### src/common/edrg_pkg.sv
package edrg_pkg;

    // Debug bus widths
    localparam int ADDR_W = 12;
    localparam int DATA_W = 32;
    // Software register port widths
    localparam int SW_ADDR_W = 8;
    localparam int NUM_CAUSE = 5;

    // Gated windows, byte addresses in each space
    localparam logic [ADDR_W-1:0] GRP1_DBG_LO = 12'h000;
    localparam logic [ADDR_W-1:0] GRP1_DBG_HI = 12'hCFC;
    localparam logic [ADDR_W-1:0] GRP1_PMU_AD = 12'h000;
    localparam logic [ADDR_W-1:0] DOFF_A_LO = 12'h400;
    localparam logic [ADDR_W-1:0] DOFF_A_HI = 12'h4FC;
    localparam logic [ADDR_W-1:0] DOFF_B_LO = 12'h800;
    localparam logic [ADDR_W-1:0] DOFF_B_HI = 12'h8FC;
    localparam logic [ADDR_W-1:0] POFF_A_LO = 12'h000;
    localparam logic [ADDR_W-1:0] POFF_A_HI = 12'h0FC;
    localparam logic [ADDR_W-1:0] POFF_B_LO = 12'h400;
    localparam logic [ADDR_W-1:0] POFF_B_HI = 12'h47C;

    // Location of the status register in debug space
    localparam logic [ADDR_W-1:0] PRSR_ADDR = 12'h314;

    // Gating cause indices, in priority order
    localparam int CAUSE_OFF = 0;
    localparam int CAUSE_DBL = 1;
    localparam int CAUSE_OSL = 2;
    localparam int CAUSE_DOFF = 3;
    localparam int CAUSE_POFF = 4;

    // Status register bit positions
    localparam int PRSR_PU_BIT = 0;
    localparam int PRSR_SPD_BIT = 1;
    localparam int PRSR_SR_BIT = 2;
    localparam int PRSR_DBL_BIT = 3;

    // Software register offsets
    localparam logic [SW_ADDR_W-1:0] OFS_POLICY = 8'h00;
    localparam logic [SW_ADDR_W-1:0] OFS_COND = 8'h04;
    localparam logic [SW_ADDR_W-1:0] OFS_IRQ_STAT = 8'h08;
    localparam logic [SW_ADDR_W-1:0] OFS_IRQ_MASK = 8'h0C;
    localparam logic [SW_ADDR_W-1:0] OFS_PRSR = 8'h10;

    // Policy lock bit sits above the per-cause bits
    localparam int POLICY_LOCK_BIT = 5;

    // Reset values
    localparam logic [NUM_CAUSE-1:0] POLICY_RST = 5'h1F;
    localparam logic [NUM_CAUSE-1:0] MASK_RST = 5'h00;

    // Debug space selector
    localparam logic SPACE_DBG = 1'b0;
    localparam logic SPACE_PMU = 1'b1;

endpackage

### src/edrg_gate.sv
`timescale 1ns/100ps
// Operation
// - Group one: debug 0x000-0xCFC, perfmon 0x000
// - Core off or unreachable gates group one
// - Double lock with flag set gates group one
// - OS lock flag set gates group one
// - Debug access disabled gates two mid windows
// - Debug-disable check yields to group one
// - Perfmon access disabled gates two perfmon windows
// - Perfmon check has lowest priority
// - Double lock with core powered keeps clear-after-read bits set
module edrg_gate
    import edrg_pkg::*;
#(
    parameter int AW = ADDR_W, // Debug bus address width
    parameter int DW = DATA_W // Debug bus data width
) (
    input wire logic ref_clk, // Block clock
    input wire logic rst_n, // Synchronous reset, active low
    // Debugger access side
    input wire logic dbg_req, // Access request, one cycle
    input wire logic dbg_wr, // Access is a write
    input wire logic dbg_space, // 0 debug, 1 perfmon
    input wire logic [AW-1:0] dbg_addr, // Byte address
    input wire logic dbg_reserved, // Address is reserved
    output logic dbg_resp_vld, // Answer valid, one cycle
    output logic dbg_resp_err, // Answer is an error
    output logic [DW-1:0] dbg_rdata, // Read data
    output logic dbg_fwd, // Pass access to core
    // Core condition levels
    input wire logic core_pwr_on, // Core domain powered
    input wire logic core_regs_ok, // Core registers reachable
    input wire logic double_lock_active, // Double lock in force
    input wire logic os_dlock_locked, // Double lock locked
    input wire logic os_lock_flag, // OS lock status bit
    input wire logic ext_debug_access_allowed, // Debug access on
    input wire logic ext_perfmon_access_allowed, // Perfmon on
    input wire logic evt_sticky_pd, // Core powered down event
    input wire logic evt_sticky_rst, // Core reset event
    // Software register port
    input wire logic [SW_ADDR_W-1:0] sw_addr, // Register offset
    input wire logic [DW-1:0] sw_wdata, // Write data
    input wire logic sw_wr, // Write strobe
    input wire logic sw_rd, // Read strobe
    output logic [DW-1:0] sw_rdata, // Read data, next cycle
    output logic irq // Level interrupt
);

    // Address within an inclusive window
    function automatic logic in_win(
        input logic [AW-1:0] a,
        input logic [AW-1:0] lo,
        input logic [AW-1:0] hi
    );
        in_win = (a >= lo) && (a <= hi);
    endfunction

    // Held state
    logic [NUM_CAUSE-1:0] policy_reg; // 1 error, 0 read-as-zero
    logic policy_lock_reg; // Freezes the policy
    logic [NUM_CAUSE-1:0] irq_stat_reg; // Sticky gate events
    logic [NUM_CAUSE-1:0] irq_mask_reg; // Interrupt enables
    logic sticky_pd_reg; // Clear-after-read powerdown
    logic sticky_rst_reg; // Clear-after-read reset
    logic [DW-1:0] sw_rdata_reg; // Software read data
    logic resp_vld_reg; // Debug answer valid
    logic resp_err_reg; // Debug answer error
    logic [DW-1:0] rdata_reg; // Debug read data
    logic fwd_reg; // Forward pulse

    // Decoded conditions
    logic cond_off; // Core off or unreachable
    logic cond_dbl; // Double lock holds
    logic cond_osl; // OS lock holds
    logic grp1_hit; // Address in group one
    logic doff_hit; // Address in debug mid windows
    logic poff_hit; // Address in perfmon windows
    logic [NUM_CAUSE-1:0] cause_vec; // One-hot winning cause
    logic gated; // Access is answered here
    logic gate_err; // Answer chosen for the cause
    logic prsr_hit; // Debugger reads the status reg
    logic keep_sticky; // Reads must not clear
    logic [DW-1:0] prsr_val; // Status register view
    logic [NUM_CAUSE-1:0] stat_clr; // Software clear bits
    logic sw_wr_stat; // Write to status offset

    // Status register image
    always_comb begin
        prsr_val = '0;
        prsr_val[PRSR_PU_BIT] = core_pwr_on;
        prsr_val[PRSR_SPD_BIT] = sticky_pd_reg;
        prsr_val[PRSR_SR_BIT] = sticky_rst_reg;
        prsr_val[PRSR_DBL_BIT] = os_dlock_locked;
    end

    // Group one conditions
    assign cond_off = !core_pwr_on || !core_regs_ok;
    assign cond_dbl = double_lock_active && prsr_val[PRSR_DBL_BIT];
    assign cond_osl = os_lock_flag;

    // Window decode per space
    always_comb begin
        grp1_hit = 1'b0;
        doff_hit = 1'b0;
        poff_hit = 1'b0;
        if (dbg_reserved) begin
            if (dbg_space == SPACE_DBG) begin
                // Debug space windows
                grp1_hit = in_win(dbg_addr, GRP1_DBG_LO, GRP1_DBG_HI);
                doff_hit = in_win(dbg_addr, DOFF_A_LO, DOFF_A_HI)
                    || in_win(dbg_addr, DOFF_B_LO, DOFF_B_HI);
            end else begin
                // Perfmon space windows
                grp1_hit = (dbg_addr == GRP1_PMU_AD);
                poff_hit = in_win(dbg_addr, POFF_A_LO, POFF_A_HI)
                    || in_win(dbg_addr, POFF_B_LO, POFF_B_HI);
            end
        end
    end

    // Priority pick of one cause
    always_comb begin
        cause_vec = '0;
        if (grp1_hit && cond_off) begin
            cause_vec[CAUSE_OFF] = 1'b1;
        end else if (grp1_hit && cond_dbl) begin
            cause_vec[CAUSE_DBL] = 1'b1;
        end else if (grp1_hit && cond_osl) begin
            cause_vec[CAUSE_OSL] = 1'b1;
        end else if (cond_off || cond_dbl || cond_osl) begin
            // Group one conditions mask later checks
            cause_vec = '0;
        end else if (doff_hit && !ext_debug_access_allowed) begin
            cause_vec[CAUSE_DOFF] = 1'b1;
        end else if (poff_hit && !ext_perfmon_access_allowed) begin
            cause_vec[CAUSE_POFF] = 1'b1;
        end
    end

    // Fixed answer per cause
    assign gated = |cause_vec;
    assign gate_err = |(cause_vec & policy_reg);

    // Debugger read of the status register
    assign prsr_hit = dbg_req && !dbg_wr && !gated
        && (dbg_space == SPACE_DBG) && (dbg_addr == PRSR_ADDR);
    assign keep_sticky = core_pwr_on && double_lock_active;

    // Debug answer valid and forward
    always_ff @(posedge ref_clk) begin
        if (!rst_n) begin
            resp_vld_reg <= 1'b0;
            fwd_reg <= 1'b0;
        end else begin
            // Gated and status reads answer here
            resp_vld_reg <= dbg_req && (gated || prsr_hit);
            // All else goes to the core
            fwd_reg <= dbg_req && !gated && !prsr_hit;
        end
    end

    // Debug answer error and data
    always_ff @(posedge ref_clk) begin
        if (!rst_n) begin
            resp_err_reg <= 1'b0;
            rdata_reg <= '0;
        end else if (dbg_req) begin
            // Read-as-zero drops writes, returns zero
            resp_err_reg <= gated && gate_err;
            rdata_reg <= prsr_hit ? prsr_val : '0;
        end else begin
            // Idle data held at zero
            resp_err_reg <= 1'b0;
            rdata_reg <= '0;
        end
    end

    // Clear-after-read powerdown bit
    always_ff @(posedge ref_clk) begin
        if (!rst_n) begin
            sticky_pd_reg <= 1'b0;
        end else if (evt_sticky_pd) begin
            // New event beats a clearing read
            sticky_pd_reg <= 1'b1;
        end else if (prsr_hit && !keep_sticky) begin
            sticky_pd_reg <= 1'b0;
        end
    end

    // Clear-after-read reset bit
    always_ff @(posedge ref_clk) begin
        if (!rst_n) begin
            sticky_rst_reg <= 1'b0;
        end else if (evt_sticky_rst) begin
            // New event beats a clearing read
            sticky_rst_reg <= 1'b1;
        end else if (prsr_hit && !keep_sticky) begin
            sticky_rst_reg <= 1'b0;
        end
    end

    // Policy register with lock
    always_ff @(posedge ref_clk) begin
        if (!rst_n) begin
            policy_reg <= POLICY_RST;
            policy_lock_reg <= 1'b0;
        end else if (sw_wr && (sw_addr == OFS_POLICY) && !policy_lock_reg) begin
            // Once locked, answers stay fixed until reset
            policy_reg <= sw_wdata[NUM_CAUSE-1:0];
            policy_lock_reg <= sw_wdata[POLICY_LOCK_BIT];
        end
    end

    // Interrupt mask register
    always_ff @(posedge ref_clk) begin
        if (!rst_n) begin
            irq_mask_reg <= MASK_RST;
        end else if (sw_wr && (sw_addr == OFS_IRQ_MASK)) begin
            irq_mask_reg <= sw_wdata[NUM_CAUSE-1:0];
        end
    end

    // Write-one-to-clear bits
    assign sw_wr_stat = sw_wr && (sw_addr == OFS_IRQ_STAT);
    assign stat_clr = sw_wr_stat ? sw_wdata[NUM_CAUSE-1:0] : '0;

    // Sticky event bits, one per cause
    genvar gi;
    generate
        for (gi = 0; gi < NUM_CAUSE; gi++) begin : g_stat
            always_ff @(posedge ref_clk) begin
                if (!rst_n) begin
                    irq_stat_reg[gi] <= 1'b0;
                end else if (dbg_req && cause_vec[gi]) begin
                    // Set wins over a same-cycle clear
                    irq_stat_reg[gi] <= 1'b1;
                end else if (stat_clr[gi]) begin
                    irq_stat_reg[gi] <= 1'b0;
                end
            end
        end
    endgenerate

    // Software read mux, data next cycle
    always_ff @(posedge ref_clk) begin
        if (!rst_n) begin
            sw_rdata_reg <= '0;
        end else if (sw_rd) begin
            sw_rdata_reg <= '0;
            case (sw_addr)
                OFS_POLICY: begin
                    sw_rdata_reg[NUM_CAUSE-1:0] <= policy_reg;
                    sw_rdata_reg[POLICY_LOCK_BIT] <= policy_lock_reg;
                end
                OFS_COND: begin
                    // Live condition levels, cause order
                    sw_rdata_reg[CAUSE_OFF] <= cond_off;
                    sw_rdata_reg[CAUSE_DBL] <= cond_dbl;
                    sw_rdata_reg[CAUSE_OSL] <= cond_osl;
                    sw_rdata_reg[CAUSE_DOFF] <= !ext_debug_access_allowed;
                    sw_rdata_reg[CAUSE_POFF] <= !ext_perfmon_access_allowed;
                end
                OFS_IRQ_STAT: begin
                    sw_rdata_reg[NUM_CAUSE-1:0] <= irq_stat_reg;
                end
                OFS_IRQ_MASK: begin
                    sw_rdata_reg[NUM_CAUSE-1:0] <= irq_mask_reg;
                end
                OFS_PRSR: begin
                    // Side-effect free view
                    sw_rdata_reg <= prsr_val;
                end
                default: begin
                    // Unmapped offsets read zero
                    sw_rdata_reg <= '0;
                end
            endcase
        end else begin
            // Data stands only one cycle
            sw_rdata_reg <= '0;
        end
    end

    // Outputs
    assign dbg_resp_vld = resp_vld_reg;
    assign dbg_resp_err = resp_err_reg;
    assign dbg_rdata = rdata_reg;
    assign dbg_fwd = fwd_reg;
    assign sw_rdata = sw_rdata_reg;
    assign irq = |(irq_stat_reg & irq_mask_reg);

endmodule

### config.mk
export PLATFORM = sky130hd
export DESIGN_NAME = edrg_gate
export DESIGN_NICKNAME = d
export VERILOG_FILES = /design/src/common/edrg_pkg.sv /design/src/edrg_gate.sv
export SDC_FILE = /design/constraint.sdc
export NUM_CORES = 1
export LEC_CHECK = 0
export ABC_AREA = 1
export BUFFER_PORTS_ARGS = -buffer_cell sky130_fd_sc_hd__buf_2
export CORE_MARGIN = 8
export CORE_UTILIZATION = 25
export DETAILED_ROUTE_END_ITERATION = 7
export MAX_ROUTING_LAYER = met4
export PLACE_DENSITY = 0.6
export REMOVE_ABC_BUFFERS = 1
export SYNTH_ARGS = -nofsm -noshare
export SYNTH_HDL_FRONTEND = slang
export SYNTH_SLANG_ARGS = --single-unit
### constraint.sdc
create_clock -name ref_clk -period 3.1 [get_ports ref_clk]
set_input_delay 0.31 -clock ref_clk [delete_from_list [all_inputs] [get_ports ref_clk]]
set_output_delay 0.31 -clock ref_clk [all_outputs]
set_load 0.1 [all_outputs]
=== Word level (Yosys, flattened, before mapping) ===
Cells that the tools add are included.

* $add $sub $neg: 0
* Multipliers: 0
* Div/mod/pow operators: 0
* Order comparisons: 8
* Eq/ne operators: 5
* Shift operators: 0
* Multiplexer cells: 31
* Bitwise operators: 3
* Reduce and logical (&&, ||, !) cells: 61

{| class="wikitable"
|+ Operator list
! cell !! number
|-
| logical AND 1 bit || 30
|-
| two-way mux 1 bit || 25
|-
| case mux 5 bit (5 select lines) || 1
|-
| less-or-equal comparator 12 x 11 -> 1 bit, second input constant || 2
|-
| less-or-equal comparator 12 bit, second input constant || 2
|-
| equality test 8 x 4 -> 1 bit, second input constant || 2
|-
| OR reduction 5 bit || 3
|-
| nonzero test 2 bit || 7
|-
| equality test 12 x 10 -> 1 bit, second input constant || 1
|-
| greater-or-equal comparator 12 x 1 -> 1 bit, second input constant || 1
|-
| greater-or-equal comparator 12 x 11 -> 1 bit, second input constant || 1
|-
| greater-or-equal comparator 12 bit, second input constant || 1
|-
| less-or-equal comparator 12 x 8 -> 1 bit, second input constant || 1
|-
| logical NOT 12 bit || 1
|-
| bitwise AND 5 bit || 2
|-
| logical NOT 1 bit || 9
|-
| equality test 8 x 3 -> 1 bit, second input constant || 1
|-
| equality test 8 x 5 -> 1 bit, second input constant || 1
|-
| logical NOT 8 bit || 1
|-
| logical OR 1 bit || 6
|-
| AND reduction 3 bit || 2
|-
| two-way mux 5 bit || 1
|-
| two-way mux 2 bit || 2
|-
| two-way mux 4 bit || 1
|-
| other kinds (3) || 4
|}

* Flip-flop bits (word level): 85
* Bits in latches: 0
* RAM bits: 0
* Bits in read-only memories: 0
* Output and inout port bits: 68
* Word-level logic and storage cells: 126
* Memories kept: 0

=== Depth between registers and ports, before layout ===
Gate-level depths: netlist of the first run.

* Depth in word-level cells: 20
* Mapped depth: 11

=== Least setup slack after synthesis of the first run ===
No wires, ideal clock.

* Kind: flip-flop to output port
* Start point: register irq_stat_reg[4]
* End point: output port irq
* Arrival time: 2.473 ns
* Path slack: 0.317 ns
* Stages on the path, launching flop included: 3
* Path through: dfxtp_1 -> inv_1 -> o21ai_0

* Longest elaborated chain between the ends: 2

{| class="wikitable"
|+ RTL lines
! what !! RTL line !! text
|-
| start: declaration || edrg_gate.sv:61 || <nowiki>logic [NUM_CAUSE-1:0] irq_stat_reg;</nowiki>
|-
| start signal: indexed assignment || edrg_gate.sv:233 || <nowiki>irq_stat_reg[gi] <= 1'b0;</nowiki>
|-
| start signal: indexed assignment || edrg_gate.sv:236 || <nowiki>irq_stat_reg[gi] <= 1'b1;</nowiki>
|-
| start signal: indexed assignment || edrg_gate.sv:238 || <nowiki>irq_stat_reg[gi] <= 1'b0;</nowiki>
|-
| bitwise AND 5 bit || edrg_gate.sv:290 || <nowiki>assign irq = |(irq_stat_reg & irq_mask_reg);</nowiki>
|-
| OR reduction 5 bit || edrg_gate.sv:290 ||
|-
| end: declaration || edrg_gate.sv:46 || <nowiki>output logic irq</nowiki>
|}

Every way passes these cells.

=== Worst setup path in the final report of the first run ===
* Start point: register irq_mask_reg[2]
* End point: output port irq

* Longest elaborated chain between the ends: 2

{| class="wikitable"
|+ RTL lines
! what !! RTL line !! text
|-
| start: declaration || edrg_gate.sv:62 || <nowiki>logic [NUM_CAUSE-1:0] irq_mask_reg;</nowiki>
|-
| start signal: assignment || edrg_gate.sv:219 || <nowiki>irq_mask_reg <= sw_wdata[NUM_CAUSE-1:0];</nowiki>
|-
| bitwise AND 5 bit || edrg_gate.sv:290 ||
|-
| OR reduction 5 bit || edrg_gate.sv:290 ||
|}

Every way passes these cells.

==> impl_metrics.py, run 1 <==
metrics = {
    "run_status": {
        "outcome": "finished, final reports clean",
    },
    "yosys": {
        "synth-seq-cells": 31,
        "synth_ff_type": "dfxtp_1",
        "synth_edf_count": 0,
        "netlist_instances": 292,
        "yosysUniqueCellTypes": 33,
        "synth_fa_ha_area_share_pct": 0,
        "async_flop_share_pct": 0,
        "synth_compound_area_share_pct": 13.0,
        "yosysWarnings": 0,
        "syn_area_per_cell_um2": 7.13,
        "yosys.area_share.simple_pct": 30.0,
        "yosys-top-cells-area": "dfxtp_1 (30%), buf_4 (19%), nand2_1 (9.0%), nor2_1 (6.3%), inv_1 (6.1%)",
        "synth_xor_area_share_pct": 0,
        "synth_area_um2": 2080,
        "yosysTopAreaCellShare_pct": 29.8,
        "synth_seq_area_share_pct": 29.8,
        "synth_top_family_by_area": "simple AND/OR/NAND/NOR gates",
        "synth_area_leader_cell": "dfxtp_1",
        "synthMuxAreaShare_pct": 0,
    },
    "setup_path": {
        "cp.required_ps": 2790,
        "critPathLaunch": "irq_mask_reg[2]$_SDFFE_PN0P_",
        "path_max_fanout": 2,
        "r2r_slack_ps": 2090,
        "critPathKind": "reg2out",
        "endpoint": "irq",
        "worstPathArrival_ps": 1490,
        "r2r-start": "policy_lock_reg$_SDFFE_PN0P_",
        "r2r_end": "policy_reg[1]$_SDFFE_PN1P_",
        "cpMaxStageDelayCell": "buf_2",
        "worstPathCellList": "inv_1, o21ai_0, a221oi_1, o21ai_0, buf_2",
        "cp_common_cell": "o21ai_0",
        "r2r_cells": 4,
        "worstSetupStartpointType": "flop",
        "crit_path_end_kind": "primary output",
        "cp_slowest_stage_delay_ps": 470,
    },
    "global_route": {
        "grt_use_total_pct": 9.41,
        "antenna_found_initial": 0,
        "grt_pass1_wl_mm": 8.49,
        "grt_start_max_net_pins": 12,
        "grt-ovfl-total": 0,
        "grt_pass1_vias": 1824,
    },
    "clock_tree": {
        "post_cts_buffers": 0,
        "cts_buffer_depth": 2,
        "cts_num_sinks": 31,
        "cts_made_buffers": 5,
        "tritoncts": "done",
        "cts-resized-gates": 0,
        "postCtsHoldBufs": 0,
        "h-tree-depth": 2,
        "clock_latency_ps": 290,
        "clk_pin_slew_ps": 60,
        "cts.root.buffer_cell": "clkbuf_8",
    },
    "finish": {
        "drive_gt1_share_pct": 26.1,
        "largest_register_ffs": 6,
        "fin_nets": 421,
        "diodes": 0,
        "area_delta_synth_final_pct": 15.1,
    },
    "floorplan": {
        "die_h_um": 107,
        "dieArea_um2": 11500,
        "core_region_area_um2": 8130,
        "die_w_um": 107,
        "pin_count": 137,
        "rows": 33,
        "initial_utilization_pct": 25.6,
    },
    "timing": {
        "finalHoldViolations": 0,
        "fin_crit_ps": 1800,
        "rsz0062_at_grt": "false",
        "drv_slew": 0,
        "final-setup-viol-count": 0,
        "clock_skew_ps": 6.94,
        "setup_tns_ps": 0,
        "fmax_mhz": 556,
        "fin_crit_sh_pct": 58.0,
    },
    "hold_path": {
        "hold_path.class": "in2reg",
    },
    "power": {
        "finalPower_mw": 1.20,
        "power_frac_seq_pct": 33.6,
        "internal_power_uw": 698,
        "p_sw_share_pct": 42.0,
        "powerDensity_nw_per_um2": 503,
        "p_leak_nw": 1.20,
        "p_comb_share_pct": 32.4,
        "clock_power_share_pct": 34.0,
        "switchingPower_uw": 507,
        "vdd_drop_max_v": 0.000171,
    },
    "drt": {
        "ant_nets": 0,
        "wl_per_cell_um": 11.8,
        "drtIter0Drc": 62,
        "post-route-drc-count": 0,
        "via_per_inst": 4.05,
        "routed_wl_mm": 5.41,
        "routed-via-count": 1856,
        "dr.pass1.iters": 4,
    },
    "placement": {
        "portBuffers": 56,
        "gp_congestion": 0.841,
        "dpl.hpwl_mm": 4.72,
    },
    "flow_run": {
        "max-cap-violations": 0,
    },
}
-- per-stage QoR --
step | hold slack, ps | instances | instance area (um^2) | setup slack, ps | utilization (%)
after floorplan | 386 | 289 | 1870 | 317 | -
after global placement | 449 | 450 | 2280 | 1540 | 28.0
after detailed placement | 454 | 450 | 2280 | 1500 | 28.0
after CTS | 259 | 458 | 2400 | 1290 | 29.5
after global routing | 256 | 458 | 2400 | 1200 | 29.5
final | 263 | 458 | 2400 | 1300 | 29.5
-- per-layer routing --
metal	track usage, %	part of all wire, %	vias up
met5	-	0	-
met4	1.91	0.46	0
met3	4.01	10	2
met2	15.3	48	73
met1	10.5	42	834
li1	-	-	947
-- placed cells by master (no fill, tap or decap), types with 2 or more instances in the layout --
cell,instances
conb_1,54
nor2_1,35
nor2_4,3
clkbuf_8,6
nor2_2,5
nand3_2,2
nor3_1,6
inv_2,5
nand4_1,9
dfxtp_1,31
nand2_2,4
a211oi_1,6
a32o_1,2
nand3b_1,2
buf_2,56
nand2_1,50
o211ai_2,4
o22ai_1,4
o21ai_0,11
nand3_1,6
inv_1,34
a21oi_1,6
-- worst max-delay path: cells and delay by family, from the launching register on --
family | cells | cell delay, ps
AO/OA/AOI/OAI | 3 | 330
buffers and inverters | 2 | 540
flip-flops | 1 | 340
-- worst min path at each step --
| stage | cells past startpoint | endpoint | from |
|---|---|---|---|
| after floorplan | 1 | policy_reg[0]$_SDFFE_PN1P_ | rst_n |
| after global placement | 2 | sticky_pd_reg$_SDFFE_PN0P_ | sticky_pd_reg$_SDFFE_PN0P_ |
| after detailed placement | 2 | sticky_pd_reg$_SDFFE_PN0P_ | sticky_pd_reg$_SDFFE_PN0P_ |
| after CTS | 3 | sticky_pd_reg$_SDFFE_PN0P_ | evt_sticky_pd |
| after global routing | 3 | sticky_pd_reg$_SDFFE_PN0P_ | evt_sticky_pd |
| final | 3 | sticky_rst_reg$_SDFFE_PN0P_ | evt_sticky_rst |
-- kinds of logic after synthesis --
logic type | Yosys count
AND/OR/NAND/NOR | 127
flip-flops | 31
buffers and inverters | 95
AO/OA/AOI/OAI | 38
other | 1
-- cell usage after synthesis, types with 2 or more instances --
cell and number:
nor2_1 35, dfxtp_1 31, inv_2 5, nand3_2 2, a211oi_1 6, nand3_1 6
nand3b_1 2, a32o_1 2, o211ai_2 4, nor3_1 6, o22ai_1 4, nand2_2 4
o21ai_0 11, nor2_2 5, a21oi_1 6, buf_4 54, nand2_1 50, nand4_1 9
inv_1 34, nor2_4 3
-- power by group through the flow --
stage | Combinational (mW) | Clock (mW) | Sequential (mW)
6_report | 0.391 | 0.409 | 0.405
5_1_grt | 0.407 | 0.442 | 0.405
4_1_cts | 0.389 | 0.420 | 0.405
3_5_place_dp | 0.388 | 0 | 0.414
3_3_place_gp | 0.387 | 0 | 0.414
2_1_floorplan | 0.326 | 0 | 0.425
-- area by class of cell --
type                            count  area, um^2
Fill cell                         879        5740
Multi-Input combinational cell    219        1100
Sequential cell                    31         621
Timing Repair Buffer               56         280
Inverter                           39         146
Tap cell                          105         131
Clock buffer                        6        82.6
Clock inverter                      2        35.0
No activity file was read; power rests on OpenSTA's default activity.
==> run 2, diff against run 1 <==
--- a/config.mk
+++ b/config.mk
@@ -5,13 +5,13 @@
 export SDC_FILE = /design/constraint.sdc
 export NUM_CORES = 1
 export LEC_CHECK = 0
-export ABC_AREA = 1
+export ABC_AREA = 0
 export BUFFER_PORTS_ARGS = -buffer_cell sky130_fd_sc_hd__buf_2
 export CORE_MARGIN = 8
 export CORE_UTILIZATION = 25
 export DETAILED_ROUTE_END_ITERATION = 7
 export MAX_ROUTING_LAYER = met4
-export PLACE_DENSITY = 0.6
+export PLACE_DENSITY = 0.61
 export REMOVE_ABC_BUFFERS = 1
 export SYNTH_ARGS = -nofsm -noshare
 export SYNTH_HDL_FRONTEND = slang
==> constraint.sdc (replaced) <==
create_clock -name ref_clk -period 1.8 [get_ports ref_clk]
set_input_delay 0.18 -clock ref_clk [delete_from_list [all_inputs] [get_ports ref_clk]]
set_output_delay 0.18 -clock ref_clk [all_outputs]
set_load 0.1 [all_outputs]
==> run 2 against run 1 <==
Effect of this change:
- combinational power up 74%
- setup slack worse by 1100 ps
- synthesized cell count decreased by 21%
- highest routed layer unchanged
==> impl_metrics.py, run 2 <==
metrics = {
    "run_status": {
        "outcome": "finished, final reports clean",
    },
    "placement": {
        "gp_congestion": 0.841,
        "portBuffers": 56,
        "dpl.hpwl_mm": 4.47,
    },
    "clock_tree": {
        "postCtsHoldBufs": 0,
        "cts_num_sinks": 31,
        "clock_latency_ps": 290,
        "cts-resized-gates": 0,
        "post_cts_buffers": 0,
        "cts_made_buffers": 5,
        "cts.root.buffer_cell": "clkbuf_8",
        "h-tree-depth": 2,
        "cts_buffer_depth": 2,
        "clk_pin_slew_ps": 70,
        "tritoncts": "done",
    },
    "yosys": {
        "syn_area_per_cell_um2": 8.74,
        "synth_most_common_cell": "buf_4",
        "synth_area_um2": 2030,
        "yosysWarnings": 0,
        "yosys-top-cells-area": "dfxtp_1 (31%), buf_4 (20%), nand2_1 (5.0%), mux2i_1 (4.9%), mux2_2 (4.4%)",
        "yosysUniqueCellTypes": 48,
        "yosys-top-cells-count": "buf_4 (55), dfxtp_1 (31), nand2_1 (27)",
        "synth-seq-cells": 31,
        "netlist_instances": 232,
        "synth_seq_area_share_pct": 30.6,
        "async_flop_share_pct": 0,
        "synth_edf_count": 0,
        "synth_ff_type": "dfxtp_1",
        "synth_area_leader_cell": "dfxtp_1",
        "yosysTopAreaCellShare_pct": 30.6,
    },
    "finish": {
        "drive_gt1_share_pct": 32.1,
        "area_delta_synth_final_pct": 19.5,
        "final_cell_mix": "buf_2 (56), conb_1 (54), dfxtp_1 (31)",
        "fin_nets": 373,
        "seqCellArea_um2": 621,
        "final_common_cell": "buf_2",
        "nFillCells": 861,
        "largest_register_ffs": 6,
        "multi_input_area_um2": 1130,
        "fin_util_pct": 30.1,
    },
    "power": {
        "vdd_drop_max_v": 0.000272,
        "p_leak_nw": 1.12,
        "powerDensity_nw_per_um2": 851,
    },
    "hold_path": {
        "hold_depth": 3,
        "hold_path.startpoint": "sw_wdata[3]",
        "holdPathEnd": "policy_reg[3]$_SDFFE_PN1P_",
        "hold_path.class": "in2reg",
    },
    "floorplan": {
        "rows": 33,
        "initial_utilization_pct": 25.2,
        "core_region_area_um2": 8050,
        "pin_count": 137,
        "die_h_um": 106,
        "die_w_um": 106,
        "dieArea_um2": 11200,
    },
    "setup_path": {
        "crit_path_end_kind": "flop",
        "r2r_slack_ps": 760,
        "path_max_fanout": 5,
        "r2r_end": "sw_rdata[4]$_SDFF_PN0_",
        "critPathKind": "in2reg",
        "worstPathArrival_ps": 1810,
        "worstSetupStartpointType": "input port",
        "cp.required_ps": 1990,
        "r2r_cells": 4,
        "r2r-start": "irq_stat_reg[4]$_SDFFE_PN0P_",
    },
    "drt": {
        "wl_per_cell_um": 12.8,
        "dr.pass1.iters": 4,
        "post-route-drc-count": 0,
        "ant_nets": 0,
        "drtIter0Drc": 68,
        "via_per_inst": 4.17,
        "routed-via-count": 1720,
        "routed_wl_mm": 5.29,
    },
    "global_route": {
        "grt_start_max_net_pins": 23,
        "grt_use_total_pct": 9.50,
        "antenna_found_initial": 2,
        "grt_pass1_vias": 1836,
        "grt-ovfl-total": 0,
        "grt_pass1_wl_mm": 8.55,
    },
    "timing": {
        "clock_skew_ps": 12.6,
        "fmax_mhz": 617,
        "fin_crit_sh_pct": 90.1,
        "whs_ps": 139,
        "rsz0062_at_grt": "false",
        "drv_slew": 0,
        "fin_crit_ps": 1620,
        "finalHoldViolations": 0,
        "final-setup-viol-count": 0,
    },
    "flow_run": {
        "max-cap-violations": 0,
    },
}
run 2: logic make-up after synthesis:
kind of cell	Yosys count	synth area share [%]
AO/OA/AOI/OAI	36	12.8
XOR/XNOR	1	0.432
buffers and inverters	66	23.3
flip-flops	31	30.6
multiplexers	18	9.38
other	1	0.185
AND/OR/NAND/NOR	79	23.3
run 2: worst max-delay path by stage:
stage               depth (start not counted)       start                            to  slack [ps]
finish                                      6  sw_addr[6]        sw_rdata[0]$_SDFF_PN0_         180
global route                                6  sw_addr[6]        sw_rdata[0]$_SDFF_PN0_          90
CTS                                         6  sw_addr[6]        sw_rdata[0]$_SDFF_PN0_         190
detailed placement                          8  sw_addr[6]  irq_mask_reg[3]$_SDFFE_PN0P_        -110
global placement                            8  sw_addr[6]  irq_mask_reg[4]$_SDFFE_PN0P_         -90
floorplan                                   5  sw_addr[6]  irq_mask_reg[0]$_SDFFE_PN0P_          -5
run 2: worst max-delay path, stage by stage:
cell	delay (ps)
buf_2	90
or4_4	540
or3_4	360
nor3b_4	250
o311ai_2	160
a21oi_1	230
run 2: cell type report:
class,count,share of cell area (%)
inverter,7,1.08
tap,105,5.42
antenna,2,0.207
multi-input combinational,188,46.8
sequential,31,25.6
clock inverter,3,1.81
clock buffer,5,2.84
timing repair buffer,71,16.2
run 2: per-stage QoR:
stage,power [mW],setup TNS (ps),cells,cell area [um^2],setup WS (ps)
final,2.06,0,412,2420,178
after global routing,2.12,0,412,2420,87.3
after CTS,2.06,0,410,2420,187
after detailed placement,1.39,-1030,402,2300,-108
after global placement,1.38,-721,402,2300,-91.6
after floorplan,1.28,-24.7,226,1780,-4.95
run 2: report_power, final:
part | internal (mW) | switching (mW) | total [mW]
clock | 0.412 | 0.273 | 0.685
sequential | 0.693 | 0.00441 | 0.698
combinational | 0.0790 | 0.600 | 0.679
total | 1.18 | 0.877 | 2.06
run 2: per-layer routing:
metal / global-route usage, % / wire (um)
met5: - / 0
met4: 4.52 / 172
met3: 3.69 / 503
met2: 15.5 / 2440
met1: 9.94 / 2180
==> run 3, diff against run 2 <==
--- a/config.mk
+++ b/config.mk
@@ -9,6 +9,7 @@
 export BUFFER_PORTS_ARGS = -buffer_cell sky130_fd_sc_hd__buf_2
 export CORE_MARGIN = 8
 export CORE_UTILIZATION = 25
+export CTS_CLUSTER_SIZE = 28
 export DETAILED_ROUTE_END_ITERATION = 7
 export MAX_ROUTING_LAYER = met4
 export PLACE_DENSITY = 0.61
==> constraint.sdc (replaced) <==
create_clock -name ref_clk -period 1.9 [get_ports ref_clk]
set_input_delay 0.19 -clock ref_clk [delete_from_list [all_inputs] [get_ports ref_clk]]
set_output_delay 0.19 -clock ref_clk [all_outputs]
set_load 0.1 [all_outputs]
==> run 3 against run 2 <==
Effect of this change:
- setup slack better by 94 ps
- final area down 0.62%
- flip-flop and latch count unchanged
- sequential power down 5.3%
- global-route usage down 0.055 points
- cell count down 0.49%
- critical path type unchanged
- clock-buffer cell count unchanged
==> impl_metrics.py, run 3 (same netlist as run 2, synthesis figures left out) <==
metrics = {
    "finish": {
        "fin_nets": 371,
        "final_common_cell": "buf_2",
        "area_delta_synth_final_pct": 18.8,
        "drive_gt1_share_pct": 31.7,
        "largest_register_ffs": 6,
        "nFillCells": 878,
        "fin_util_pct": 29.9,
        "final_cell_mix": "buf_2 (56), conb_1 (54), dfxtp_1 (31)",
    },
    "timing": {
        "whs_ps": 154,
        "drv_slew": 0,
        "final-setup-viol-count": 0,
        "rsz0062_at_grt": "false",
        "setup_tns_ps": 0,
        "worst_slack_ps": 272,
        "fin_crit_ps": 1630,
        "finalHoldViolations": 0,
        "clock_skew_ps": 10.6,
        "fmax_mhz": 614,
        "fin_crit_sh_pct": 85.7,
    },
    "floorplan": {
        "dieArea_um2": 11200,
        "initial_utilization_pct": 25.2,
        "die_h_um": 106,
        "die_w_um": 106,
        "core_region_area_um2": 8050,
        "pin_count": 137,
        "rows": 33,
    },
    "clock_tree": {
        "cts-resized-gates": 0,
        "cts_buffer_depth": 2,
        "post_cts_buffers": 0,
        "tritoncts": "done",
        "h-tree-depth": 2,
        "clock_latency_ps": 290,
        "cts_made_buffers": 5,
        "cts.root.buffer_cell": "clkbuf_8",
        "postCtsHoldBufs": 0,
        "cts_num_sinks": 31,
        "clk_pin_slew_ps": 70,
    },
    "setup_path": {
        "r2r_slack_ps": 860,
        "worstSetupStartpointType": "input port",
        "cpMaxStageDelayCell": "or4_4",
        "worstPathArrival_ps": 1820,
        "worstPathCellList": "buf_2, or4_4, or3_4, nor3b_4, o311ai_2, a21oi_1",
        "cp_slowest_stage_delay_ps": 540,
        "cp.required_ps": 2090,
        "crit_path_end_kind": "flop",
        "path_max_fanout": 5,
        "critPathKind": "in2reg",
    },
    "global_route": {
        "grt_use_total_pct": 9.45,
        "grt_start_max_net_pins": 23,
        "grt_pass1_wl_mm": 8.54,
        "grt-ovfl-total": 0,
        "antenna_found_initial": 2,
        "grt_pass1_vias": 1812,
    },
    "placement": {
        "place_ws_ps": -29.4,
        "dpl.hpwl_mm": 4.52,
        "portBuffers": 56,
        "gp_congestion": 0.839,
    },
    "power": {
        "power_frac_seq_pct": 34.0,
        "p_sw_share_pct": 42.4,
        "clock_power_share_pct": 33.1,
        "internal_power_mw": 1.12,
        "powerDensity_nw_per_um2": 807,
        "p_comb_share_pct": 32.9,
        "switchingPower_uw": 825,
        "vdd_drop_max_v": 0.000263,
        "p_leak_nw": 1.11,
    },
    "drt": {
        "post-route-drc-count": 0,
        "routed-via-count": 1733,
        "wl_per_cell_um": 12.9,
        "ant_nets": 0,
        "via_per_inst": 4.23,
        "drtIter0Drc": 57,
        "dr.pass1.iters": 4,
        "routed_wl_mm": 5.30,
    },
    "run_status": {
        "outcome": "finished, final reports clean",
    },
    "hold_path": {
        "hold_path.class": "in2reg",
    },
    "flow_run": {
        "max-cap-violations": 0,
    },
}
-- run 3: final cells by class --
type / instances / area [um^2] / share of cell area, %
Inverter: 7 / 26.3 / 1.09
Clock inverter: 3 / 43.8 / 1.82
Timing Repair Buffer: 69 / 378 / 15.7
Antenna cell: 2 / 5.00 / 0.208
Sequential cell: 31 / 621 / 25.8
Multi-Input combinational cell: 188 / 1130 / 47.1
Clock buffer: 5 / 68.8 / 2.86
Tap cell: 105 / 131 / 5.46
-- run 3: critical path: cells and delay by family --
kind	cells	cell delay, ps
AOI/OAI and AO/OA	2	380
buffers and inverters	1	90
and+or+nand+nor	3	1160
-- run 3: stage by stage --
| stage | area (um^2) | power, mW | cells |
|---|---|---|---|
| after floorplan | 1780 | 1.21 | 226 |
| final | 2410 | 1.94 | 410 |
| after global routing | 2410 | 2.01 | 410 |
| after detailed placement | 2290 | 1.31 | 400 |
| after global placement | 2290 | 1.31 | 400 |
| after CTS | 2400 | 1.95 | 408 |
-- run 3: power by group through the flow --
stage,logic [mW],clock network [mW],registers (mW)
finish,0.640,0.643,0.661
global route,0.663,0.690,0.662
CTS,0.635,0.656,0.661
detailed placement,0.635,0,0.675
global placement,0.632,0,0.675
floorplan,0.519,0,0.692
-- run 3: final timing paths --
check / cells after the start / startpoint / to
hold / removal: 3 / sw_wdata[4] / policy_reg[4]$_SDFFE_PN1P_
setup reg to reg: 4 / irq_stat_reg[4]$_SDFFE_PN0P_ / sw_rdata[4]$_SDFF_PN0_
hold reg to reg: 2 / sticky_rst_reg$_SDFFE_PN0P_ / dbg_rdata[2]$_SDFF_PN0_
setup / recovery: 6 / sw_addr[6] / sw_rdata[0]$_SDFF_PN0_
-- run 3: metal layers --
layer  up-vias  GRT usage, %  wire length (um)
met1       792          10.1              2240
met5         -             -                 0
met3         7          3.33               449
li1        855             -                 -
met4         0          2.41                62
met2        79          16.3              2550
